## config.mk

```make
export PLATFORM = sky130hd
export DESIGN_NAME = adc_control_sequencer
export DESIGN_NICKNAME = d
export VERILOG_FILES = /design/src/adc_control_pkg.sv /design/src/adc_control_sequencer.sv
export SDC_FILE = /design/constraint.sdc
export NUM_CORES = 1
export LEC_CHECK = 0
export BUFFER_PORTS_ARGS = -buffer_cell sky130_fd_sc_hd__clkbuf_2
export CORE_AREA = 2 2 107 83
export CTS_CLUSTER_SIZE = 28
export DETAILED_ROUTE_END_ITERATION = 6
export DIE_AREA = 0 0 109 85
export HOLD_SLACK_MARGIN = 0.05
export PLACE_DENSITY = 0.75
export SLEW_MARGIN = 20
export SYNTH_ARGS = -nofsm -noshare
export SYNTH_HDL_FRONTEND = slang
export SYNTH_SLANG_ARGS = --single-unit
```

## constraint.sdc

```tcl
create_clock -name clock -period 3.5 [get_ports clock]
set_clock_uncertainty 0.1 [all_clocks]
set_input_delay 0.7 -clock clock [delete_from_list [all_inputs] [get_ports clock]]
set_output_delay 0.7 -clock clock [all_outputs]
set_load 0.02 [all_outputs]
```

## src/adc_control_pkg.sv

```systemverilog
// Package of register map, field layout and constants for the converter control
package adc_control_pkg;
	localparam logic [2:0] ADDR_RESULT_LOW  = 3'h0;
	localparam logic [2:0] ADDR_RESULT_HIGH = 3'h1;
	localparam logic [2:0] ADDR_CTRL_MAIN   = 3'h2;
	localparam logic [2:0] ADDR_SRC_CLK     = 3'h3;
	localparam logic [2:0] ADDR_REF_AMP     = 3'h4;

	localparam int START_BIT      = 7;
	localparam int BUSY_BIT       = 6;
	localparam int ENABLE_BIT     = 5;
	localparam int ALIGN_BIT      = 4;
	localparam int AMP_EN_BIT     = 7;
	localparam int BG_EN_BIT      = 6;
	localparam int REF_BG_BIT     = 3;

	localparam logic [7:0] CTRL_MAIN_MASK = 8'hB7;
	localparam logic [7:0] SRC_CLK_MASK   = 8'hE7;
	localparam logic [7:0] REF_AMP_MASK   = 8'hCF;
	localparam logic [7:0] CTRL_RESET     = 8'h00;

	localparam int SAMPLE_CLOCKS  = 4;
	localparam int CONVERT_CLOCKS = 12;
	localparam logic [4:0] TOTAL_CLOCKS = 5'h10;

	typedef enum logic [2:0] {
		SRC_EXTERNAL = 3'h0,
		SRC_SUPPLY   = 3'h1,
		SRC_AMP      = 3'h2
	} input_kind_type;

	typedef enum logic [2:0] {
		REF_SUPPLY   = 3'h1,
		REF_EXTERNAL = 3'h2,
		REF_BANDGAP  = 3'h4
	} ref_kind_type;

	typedef struct packed {
		input_kind_type kind;
		logic [2:0]     channel;
		logic [1:0]     scale_log2;
	} input_route_type;

	typedef struct packed {
		ref_kind_type kind;
		logic [2:0]   multiplier;
		logic         prohibited;
	} ref_route_type;
endpackage : adc_control_pkg

```

## src/adc_control_sequencer.sv

```systemverilog
// Converter control sequencer: registers, start handshake, clock divider
`timescale 1ns/1ps
`default_nettype none

module adc_control_sequencer (
	input  wire logic                           clock,
	input  wire logic                           arst_n,
	input  wire logic [2:0]                     reg_addr,
	input  wire logic [7:0]                     reg_wdata,
	input  wire logic                           reg_write,
	input  wire logic                           reg_read,
	output logic      [7:0]                     reg_rdata,
	input  wire logic                           core_bit,
	input  wire logic [7:0]                     pin_analog_select,
	output logic      [7:0]                     pin_digital_disable,
	output logic                                converter_enable,
	output logic                                converter_reset,
	output logic                                converter_clock,
	output logic                                sample_phase,
	output logic                                conversion_busy_flag,
	output logic                                interrupt_request,
	output adc_control_pkg::input_route_type    input_route,
	output adc_control_pkg::ref_route_type      ref_route,
	output logic                                amplifier_enable,
	output logic                                bandgap_buffer_enable,
	output logic                                amp_input_bandgap
);
	typedef enum logic [2:0] {
		ST_IDLE  = 3'b001,
		ST_RESET = 3'b010,
		ST_RUN   = 3'b100
	} seq_state_type;

	logic [1:0]  rst_sync_reg;
	logic        rst_n;
	logic [7:0]  ctrl_reg;
	logic [7:0]  src_clk_reg;
	logic [7:0]  ref_amp_reg;
	logic [11:0] result_reg;
	logic [11:0] shift_reg;
	logic [2:0]  core_sync_reg;
	logic        core_bit_stable_reg;
	logic [6:0]  div_count_reg;
	logic        tick_reg;
	logic [4:0]  clk_count_reg;
	seq_state_type state_reg;
	logic        start_prev_reg;
	logic        start_rise;
	logic        start_fall;
	logic        conv_done;
	logic [7:0]  div_limit;
	logic [7:0]  result_low;
	logic [7:0]  result_high;

	assign rst_n = rst_sync_reg[1];

	always_ff @(posedge clock or negedge arst_n) begin
		if (!arst_n) begin
			rst_sync_reg <= 2'h0;
		end else begin
			rst_sync_reg <= {rst_sync_reg[0], 1'b1};
		end
	end

	// Software writes; busy position masked off so writes cannot touch it
	always_ff @(posedge clock or negedge rst_n) begin
		if (!rst_n) begin
			ctrl_reg    <= adc_control_pkg::CTRL_RESET;
			src_clk_reg <= adc_control_pkg::CTRL_RESET;
			ref_amp_reg <= adc_control_pkg::CTRL_RESET;
		end else if (reg_write) begin
			unique case (reg_addr)
				adc_control_pkg::ADDR_CTRL_MAIN:
					ctrl_reg <= reg_wdata & adc_control_pkg::CTRL_MAIN_MASK;
				adc_control_pkg::ADDR_SRC_CLK:
					src_clk_reg <= reg_wdata & adc_control_pkg::SRC_CLK_MASK;
				adc_control_pkg::ADDR_REF_AMP:
					ref_amp_reg <= reg_wdata & adc_control_pkg::REF_AMP_MASK;
				default: ;
			endcase
		end
	end

	assign start_rise = ctrl_reg[adc_control_pkg::START_BIT] & ~start_prev_reg;
	assign start_fall = ~ctrl_reg[adc_control_pkg::START_BIT] & start_prev_reg;

	always_ff @(posedge clock or negedge rst_n) begin
		if (!rst_n) begin
			start_prev_reg <= 1'b0;
		end else begin
			start_prev_reg <= ctrl_reg[adc_control_pkg::START_BIT];
		end
	end

	// Divider: 2**field system clocks per converter clock tick
	always_comb begin
		div_limit = 8'h00;
		div_limit[src_clk_reg[2:0]] = 1'b1;
	end

	always_ff @(posedge clock or negedge rst_n) begin
		if (!rst_n) begin
			div_count_reg <= 7'h00;
			tick_reg      <= 1'b0;
		end else if (!ctrl_reg[adc_control_pkg::ENABLE_BIT]) begin
			div_count_reg <= 7'h00;
			tick_reg      <= 1'b0;
		end else if ({1'b0, div_count_reg} + 8'h01 >= div_limit) begin
			div_count_reg <= 7'h00;
			tick_reg      <= 1'b1;
		end else begin
			div_count_reg <= div_count_reg + 7'h01;
			tick_reg      <= 1'b0;
		end
	end

	// Core returns result serially, MSB first, during converting clocks
	always_ff @(posedge clock or negedge rst_n) begin
		if (!rst_n) begin
			core_sync_reg       <= 3'h0;
			core_bit_stable_reg <= 1'b0;
		end else begin
			core_sync_reg <= {core_sync_reg[1:0], core_bit};
			if (core_sync_reg[1] == core_sync_reg[2]) begin
				core_bit_stable_reg <= core_sync_reg[2];
			end
		end
	end

	// Enable gate stops a stale tick finishing a conversion being disabled
	assign conv_done = (state_reg == ST_RUN) && tick_reg
		&& ctrl_reg[adc_control_pkg::ENABLE_BIT]
		&& (clk_count_reg == adc_control_pkg::TOTAL_CLOCKS - 5'h01);

	always_ff @(posedge clock or negedge rst_n) begin
		if (!rst_n) begin
			state_reg     <= ST_IDLE;
			clk_count_reg <= 5'h00;
			shift_reg     <= 12'h000;
		end else if (!ctrl_reg[adc_control_pkg::ENABLE_BIT]) begin
			state_reg     <= ST_IDLE;
			clk_count_reg <= 5'h00;
		end else begin
			unique case (state_reg)
				ST_IDLE: begin
					if (start_rise) begin
						state_reg <= ST_RESET;
					end
				end
				ST_RESET: begin
					if (start_fall) begin
						state_reg     <= ST_RUN;
						clk_count_reg <= 5'h00;
					end
				end
				ST_RUN: begin
					if (start_rise) begin
						state_reg <= ST_RESET;
					end else if (tick_reg) begin
						clk_count_reg <= clk_count_reg + 5'h01;
						if (clk_count_reg >= 5'(adc_control_pkg::SAMPLE_CLOCKS)) begin
							shift_reg <= {shift_reg[10:0], core_bit_stable_reg};
						end
						if (conv_done) begin
							state_reg <= ST_IDLE;
						end
					end
				end
			endcase
		end
	end

	// Result survives disable; only a finished conversion updates it
	always_ff @(posedge clock or negedge rst_n) begin
		if (!rst_n) begin
			result_reg <= 12'h000;
		end else if (conv_done) begin
			result_reg <= {shift_reg[10:0], core_bit_stable_reg};
		end
	end

	always_comb begin
		if (ctrl_reg[adc_control_pkg::ALIGN_BIT]) begin
			result_high = {4'h0, result_reg[11:8]};
			result_low  = result_reg[7:0];
		end else begin
			result_high = result_reg[11:4];
			result_low  = {result_reg[3:0], 4'h0};
		end
	end

	always_ff @(posedge clock or negedge rst_n) begin
		if (!rst_n) begin
			reg_rdata <= 8'h00;
		end else if (reg_read) begin
			unique case (reg_addr)
				adc_control_pkg::ADDR_RESULT_LOW:  reg_rdata <= result_low;
				adc_control_pkg::ADDR_RESULT_HIGH: reg_rdata <= result_high;
				adc_control_pkg::ADDR_CTRL_MAIN:
					reg_rdata <= ctrl_reg | {1'b0, state_reg == ST_RUN, 6'h00};
				adc_control_pkg::ADDR_SRC_CLK:     reg_rdata <= src_clk_reg;
				adc_control_pkg::ADDR_REF_AMP:     reg_rdata <= ref_amp_reg;
				default:                           reg_rdata <= 8'h00;
			endcase
		end else begin
			reg_rdata <= 8'h00;
		end
	end

	// Status and control outputs, all registered
	always_ff @(posedge clock or negedge rst_n) begin
		if (!rst_n) begin
			converter_enable     <= 1'b0;
			converter_reset      <= 1'b1;
			converter_clock      <= 1'b0;
			sample_phase         <= 1'b0;
			conversion_busy_flag <= 1'b0;
			interrupt_request    <= 1'b0;
		end else begin
			converter_enable     <= ctrl_reg[adc_control_pkg::ENABLE_BIT];
			converter_reset      <= state_reg == ST_RESET;
			converter_clock      <= tick_reg && state_reg == ST_RUN;
			sample_phase         <= state_reg == ST_RUN
				&& clk_count_reg < 5'(adc_control_pkg::SAMPLE_CLOCKS);
			conversion_busy_flag <= state_reg == ST_RUN && !conv_done;
			interrupt_request    <= conv_done;
		end
	end

	// Source and reference routing
	always_ff @(posedge clock or negedge rst_n) begin
		if (!rst_n) begin
			input_route           <= '0;
			ref_route             <= '0;
			amplifier_enable      <= 1'b0;
			bandgap_buffer_enable <= 1'b0;
			amp_input_bandgap     <= 1'b0;
			pin_digital_disable   <= 8'h00;
		end else begin
			input_route.channel <= ctrl_reg[2:0];
			unique case (src_clk_reg[7:5])
				3'h1, 3'h2, 3'h3: begin
					input_route.kind       <= adc_control_pkg::SRC_SUPPLY;
					input_route.scale_log2 <= src_clk_reg[6:5] - 2'h1;
				end
				3'h5, 3'h6, 3'h7: begin
					input_route.kind       <= adc_control_pkg::SRC_AMP;
					input_route.scale_log2 <= src_clk_reg[6:5] - 2'h1;
				end
				default: begin
					input_route.kind       <= adc_control_pkg::SRC_EXTERNAL;
					input_route.scale_log2 <= 2'h0;
				end
			endcase
			ref_route.prohibited <= ref_amp_reg[3:0] == 4'h9;
			unique case (ref_amp_reg[3:0])
				4'h1, 4'h2, 4'h3, 4'h4: begin
					ref_route.kind       <= adc_control_pkg::REF_EXTERNAL;
					ref_route.multiplier <= ref_amp_reg[2:0];
				end
				4'hA, 4'hB, 4'hC: begin
					ref_route.kind       <= adc_control_pkg::REF_BANDGAP;
					ref_route.multiplier <= ref_amp_reg[2:0] - 3'h0;
				end
				default: begin
					ref_route.kind       <= adc_control_pkg::REF_SUPPLY;
					ref_route.multiplier <= 3'h1;
				end
			endcase
			amplifier_enable      <= ref_amp_reg[adc_control_pkg::AMP_EN_BIT];
			bandgap_buffer_enable <= ref_amp_reg[adc_control_pkg::BG_EN_BIT];
			amp_input_bandgap     <= ref_amp_reg[adc_control_pkg::REF_BG_BIT];
			pin_digital_disable   <= pin_analog_select;
		end
	end

	chk_busy_clears_done: assert property (@(posedge clock)
		disable iff (!rst_n)
		conv_done |=> !conversion_busy_flag && interrupt_request)
		else $error("busy not cleared or no request at end of conversion");
	chk_fall_sets_busy: assert property (@(posedge clock)
		disable iff (!rst_n) state_reg == ST_RESET && start_fall
		&& ctrl_reg[5] |=> ##1 conversion_busy_flag)
		else $error("busy not set after start fall");
	chk_rise_resets: assert property (@(posedge clock)
		disable iff (!rst_n) start_rise && ctrl_reg[5]
		|=> ##1 converter_reset && !conversion_busy_flag)
		else $error("start rise did not reset converter");
	chk_align_right: assert property (@(posedge clock)
		disable iff (!rst_n) reg_read && reg_addr == 3'h1
		&& ctrl_reg[4] |=> reg_rdata[7:4] == 4'h0)
		else $error("unused high result bits not zero");
	chk_align_left: assert property (@(posedge clock)
		disable iff (!rst_n) reg_read && reg_addr == 3'h1
		&& !ctrl_reg[4] |=> reg_rdata == 8'($past(result_reg) >> 4))
		else $error("left aligned high byte wrong");
	chk_disable_idle: assert property (@(posedge clock)
		disable iff (!rst_n)
		!ctrl_reg[5] |=> state_reg == ST_IDLE)
		else $error("converter ran while disabled");
	chk_result_kept: assert property (@(posedge clock)
		disable iff (!rst_n)
		!conv_done |=> $stable(result_reg))
		else $error("result changed without a conversion");
	chk_busy_read_only: assert property (@(posedge clock)
		disable iff (!rst_n) reg_write && reg_addr == 3'h2
		|=> !ctrl_reg[6] && ctrl_reg[5] == $past(reg_wdata[5]))
		else $error("busy bit written or enable bit not written");
	chk_clock_divide: assert property (@(posedge clock)
		disable iff (!rst_n) src_clk_reg[2:0] == 3'h1
		&& $stable(src_clk_reg) && tick_reg |=> !tick_reg)
		else $error("divide by two ticked twice in a row");
	chk_bandgap_feed: assert property (@(posedge clock)
		disable iff (!rst_n)
		ref_amp_reg[3] |=> amp_input_bandgap)
		else $error("bandgap not fed to amplifier");
	chk_internal_wins: assert property (@(posedge clock)
		disable iff (!rst_n) src_clk_reg[6:5] != 2'h0
		|=> input_route.kind != adc_control_pkg::SRC_EXTERNAL)
		else $error("internal source did not win");
	chk_external_only: assert property (@(posedge clock)
		disable iff (!rst_n) src_clk_reg[6:5] == 2'h0
		|=> input_route.kind == adc_control_pkg::SRC_EXTERNAL)
		else $error("pins not selected for source code zero");
	chk_bandgap_wins: assert property (@(posedge clock)
		disable iff (!rst_n) ref_amp_reg[3:0] inside {4'hA, 4'hB, 4'hC}
		|=> ref_route.kind == adc_control_pkg::REF_BANDGAP)
		else $error("bandgap reference not chosen");
	chk_ref_prohibit: assert property (@(posedge clock)
		disable iff (!rst_n) ref_amp_reg[3:0] == 4'h9
		|=> ref_route.prohibited && ref_route.multiplier == 3'h1)
		else $error("prohibited reference code not flagged");
	chk_bandgap_off: assert property (@(posedge clock)
		disable iff (!rst_n) !ref_amp_reg[adc_control_pkg::BG_EN_BIT]
		|=> !bandgap_buffer_enable)
		else $error("bandgap buffer on while its bit is clear");
	chk_pin_takeover: assert property (@(posedge clock)
		disable iff (!rst_n) $changed(pin_analog_select)
		|=> pin_digital_disable == $past(pin_analog_select))
		else $error("analog pin kept its digital function");
	chk_sample_window: assert property (@(posedge clock)
		disable iff (!rst_n) clk_count_reg[4:2] != 3'h0
		|=> !sample_phase)
		else $error("sampling ran past four converter clocks");
	chk_busy_spans: assert property (@(posedge clock)
		disable iff (!rst_n) state_reg == ST_RUN && !conv_done
		|=> conversion_busy_flag)
		else $error("busy dropped during conversion");
	chk_right_low: assert property (@(posedge clock)
		disable iff (!rst_n) reg_read && reg_addr == 3'h0
		&& ctrl_reg[4] |=> reg_rdata == 8'($past(result_reg)))
		else $error("right aligned low byte wrong");
	chk_start_holds: assert property (@(posedge clock)
		disable iff (!rst_n) state_reg == ST_RESET && ctrl_reg[7]
		|=> state_reg != ST_RUN)
		else $error("conversion began while start held high");
endmodule : adc_control_sequencer

`default_nettype wire

```

==> reports/metrics.cfg <==
[cells_and_area]
post-route-util_pct = 61.0
syn2layout_area_growth_pct = 12.6
multiInputGateArea_sq_um = 1750
nFillCells = 620
drive_gt1_share_pct = 27.5
final_nets = 442
largest_reg_flops = 12
regArea_sq_um = 2580
n_antenna_cell = 0

[logic_synthesis]
synth_xor_area_share_pct = 1.57
synth.net_count = 381
async_flop_share_pct = 100
muxShareOfSynthArea_pct = 12.3
yosys_warnings = 0
yosys.area.top_type = dfrtp_1
ys_ff_latch = 103
synth_top_family_by_area = simple AND/OR/NAND/NOR gates
yosys.area.top_type_share_pct = 56.7
yosys.area_share.simple_pct = 13.2
netlist_instances = 342
yosys-top-cells-area = dfrtp_1, mux2_1, ha_1
avgSynthCellArea_sq_um = 13.0
synth.distinct_cells = 55
ys_seq_area_share_pct = 57.8
synth_compound_area_share_pct = 7.46
synthAdderAreaFrac_pct = 4.43
synthesis.area_sq_um = 4460
synthFlopType = dfrtp_1
synth_edf_count = 0

[worst_setup_path]
crit_fanout = 13
crit_type = reg -> reg
critPathLaunchType = flop
arrival_ns = 2.46
cpLargestDelayFamily = simple AND/OR/NAND/NOR gates
max_stage_delay_ns = 0.65
cp_common_cell = ha_1
worstPathCellList = ha_1 -> and3_1 -> ha_1 -> nand3_1 -> nor3b_4 -> mux2_1
cp.buffers_inverters = 0
cp_slowest_cell = nor3b_4
critical_path_required_ns = 3.64
worst_setup_path_end_kind = flop
r2r_slack_ns = 1.19

[clocking]
post_cts_resized = 0
htreeDepth = 3
clk-insertion-delay-late_ns = 0.36
cts-root-buf = clkbuf_8
cts_buffers = 9
cts_tree = yes
cts_buffer_depth = 2
cts.sinks = 103
clk_pin_slew_ns = 0.11

[run]
maxCapViolations = 0

[floorplan]
ios = 64
dieArea_sq_um = 9270
die_w_um = 109
row_count = 29
fp.dieH_um = 85
core-area_sq_um = 8240
start_util_pct = 54.2

[detailed_routing]
via_per_inst = 5.30
drtIter0Drc = 203
dr.pass1.iters = 4
antenna_left = 0
post_drt_wl_per_cell_um = 15.4
dr_total_vias = 2735
drc = 0
wirelength_um = 7970

[timing]
tightest_slew_ns = 0.796
setup_tns_ns = 0
setup_viol = 0
period_needed_ns = 2.31
period_share_pct = 66.1
finalHoldViolations = 0
rsz0062_at_grt = false
max_freq_mhz = 432
drv_slew = 0
slew_headroom_pct = 46.9

[power_and_ir_drop]
cellPowerDensity_nw_per_um2 = 534
p_leak_nw = 2.44
total_power_mw = 2.68
ir_drop_mv = 0.339

[placed_design]
place.detailed.hpwl_um = 5830
port_buffers = 62
place.gp.congestion = 0.840

[run_status]
status = complete, no violations

[grt]
track_usage_pct = 18.9
grt_pass1_vias = 2670
grt_pass1_wl_um = 13500
grt_overflow_total = 0
antenna_found_initial = 0
grt_max_degree = 66

[worst_hold_path]
hold_class = reg -> reg

## cell families (layout without fill, tap and decap cells)
group / count (synthesis) / after routing
simple gates: 97 / 97
xor+xnor: 8 / 8
mux: 46 / 46
compound gates: 45 / 45
buf+inv: 25 / 91
flops: 103 / 103
other cells: 2 / 2
fa+ha+maj: 16 / 16
## worst reg2reg max path, delay by kind of cell (launching register included)
family	cells	cell delay (ns)
mux	1	0.40
fa+ha+maj	2	0.34
simple gates	3	0.95
flops	1	0.41
## report_power, final
group / internal, mW / switching (mW) / total, mW / leakage [nW]
Clock: 0.276 / 0.423 / 0.699 / 0.0984
Sequential: 1.33 / 0.146 / 1.47 / 1.33
Combinational: 0.227 / 0.283 / 0.510 / 1.01
Total: 1.83 / 0.852 / 2.68 / 2.44
## Yosys cell counts (2+ instances only)
master / count
dfrtp_1: 101
mux2_1: 24
ha_1: 15
nor2_1: 15
nand3_1: 14
nor2b_1: 13
a21oi_1: 11
nand2_1: 11
mux2_4: 10
inv_1: 9
nor3_1: 9
a22oi_1: 7
mux2_2: 7
and3_1: 6
buf_2: 5
clkbuf_1: 5
mux2i_1: 5
a21o_1: 4
and2_1: 4
nand2b_1: 4
nand3b_1: 4
o22a_1: 4
xnor2_1: 4
xor2_1: 4
a22o_1: 3
a31oi_1: 3
buf_4: 3
o21a_1: 3
o21ai_1: 3
conb_1: 2
dfstp_2: 2
nor3b_2: 2
o21ai_0: 2
or3_1: 2
or3b_2: 2
## cell usage in the layout, fill, tap and decap left out, types with 6 or more instances in the layout
master and n:
a21oi_1 11, a22oi_1 7, and3_1 6, clkbuf_2 62
clkbuf_8 9, dfrtp_1 100, ha_1 15, inv_1 9
mux2_1 24, mux2_2 7, mux2_4 10, nand2_1 11
nand3_1 14, nor2_1 15, nor2b_1 13, nor3_1 9
## final cells by class
type | count | share of cell area [%]
multi-input combinational | 214 | 34.7
inverter | 10 | 0.747
tap | 108 | 2.69
clock inverter | 7 | 1.25
timing repair buffer | 65 | 6.67
sequential | 103 | 51.4
clock buffer | 9 | 2.47
## final timing paths
kind / startpoint / end / cells past startpoint
worst max-delay path: clk_count_reg[1] / result_reg[1] / 6
worst max register to register: clk_count_reg[1] / result_reg[1] / 6
max in group asynchronous: rst_sync_reg[1] / converter_reset / 1
worst min register to register: core_sync_reg[0] / core_sync_reg[1] / 0
min in group asynchronous: rst_sync_reg[1] / ref_route[1] / 0
worst min-delay path: core_sync_reg[0] / core_sync_reg[1] / 0
## per-layer routing
| metal | routed length, um | share of wire, % | GRT usage (%) | vias to the layer above |
|---|---|---|---|---|
| met5 | 0 | 0 | 0 | - |
| met1 | 3980 | 50 | 28.4 | 1341 |
| met4 | 41 | 0.51 | 3.85 | 0 |
| met3 | 355 | 4.5 | 4.84 | 6 |
| met2 | 3590 | 45 | 28.1 | 69 |
| li1 | - | - | - | 1319 |
## what timing repair did
item                       4_1_cts  5_1_grt
hold buffers                     1        0
setup endpoints to repair        0        0
buffers inserted                 0        0
hold endpoints to repair         2        0
## per-stage QoR
stage | std cells | setup WS [ns] | area (sq um) | hold slack (ns)
6_report | 516 | 1.19 | 5020 | 0.259
5_1_grt | 516 | 0.998 | 5020 | 0.276
4_1_cts | 516 | 1.17 | 5020 | 0.263
3_5_place_dp | 499 | 1.07 | 4830 | 0.239
3_3_place_gp | 499 | 1.15 | 4830 | 0.235
2_1_floorplan | 342 | 0.322 | 4460 | 0.231
Note: power is estimated with default switching activity, not from simulation.
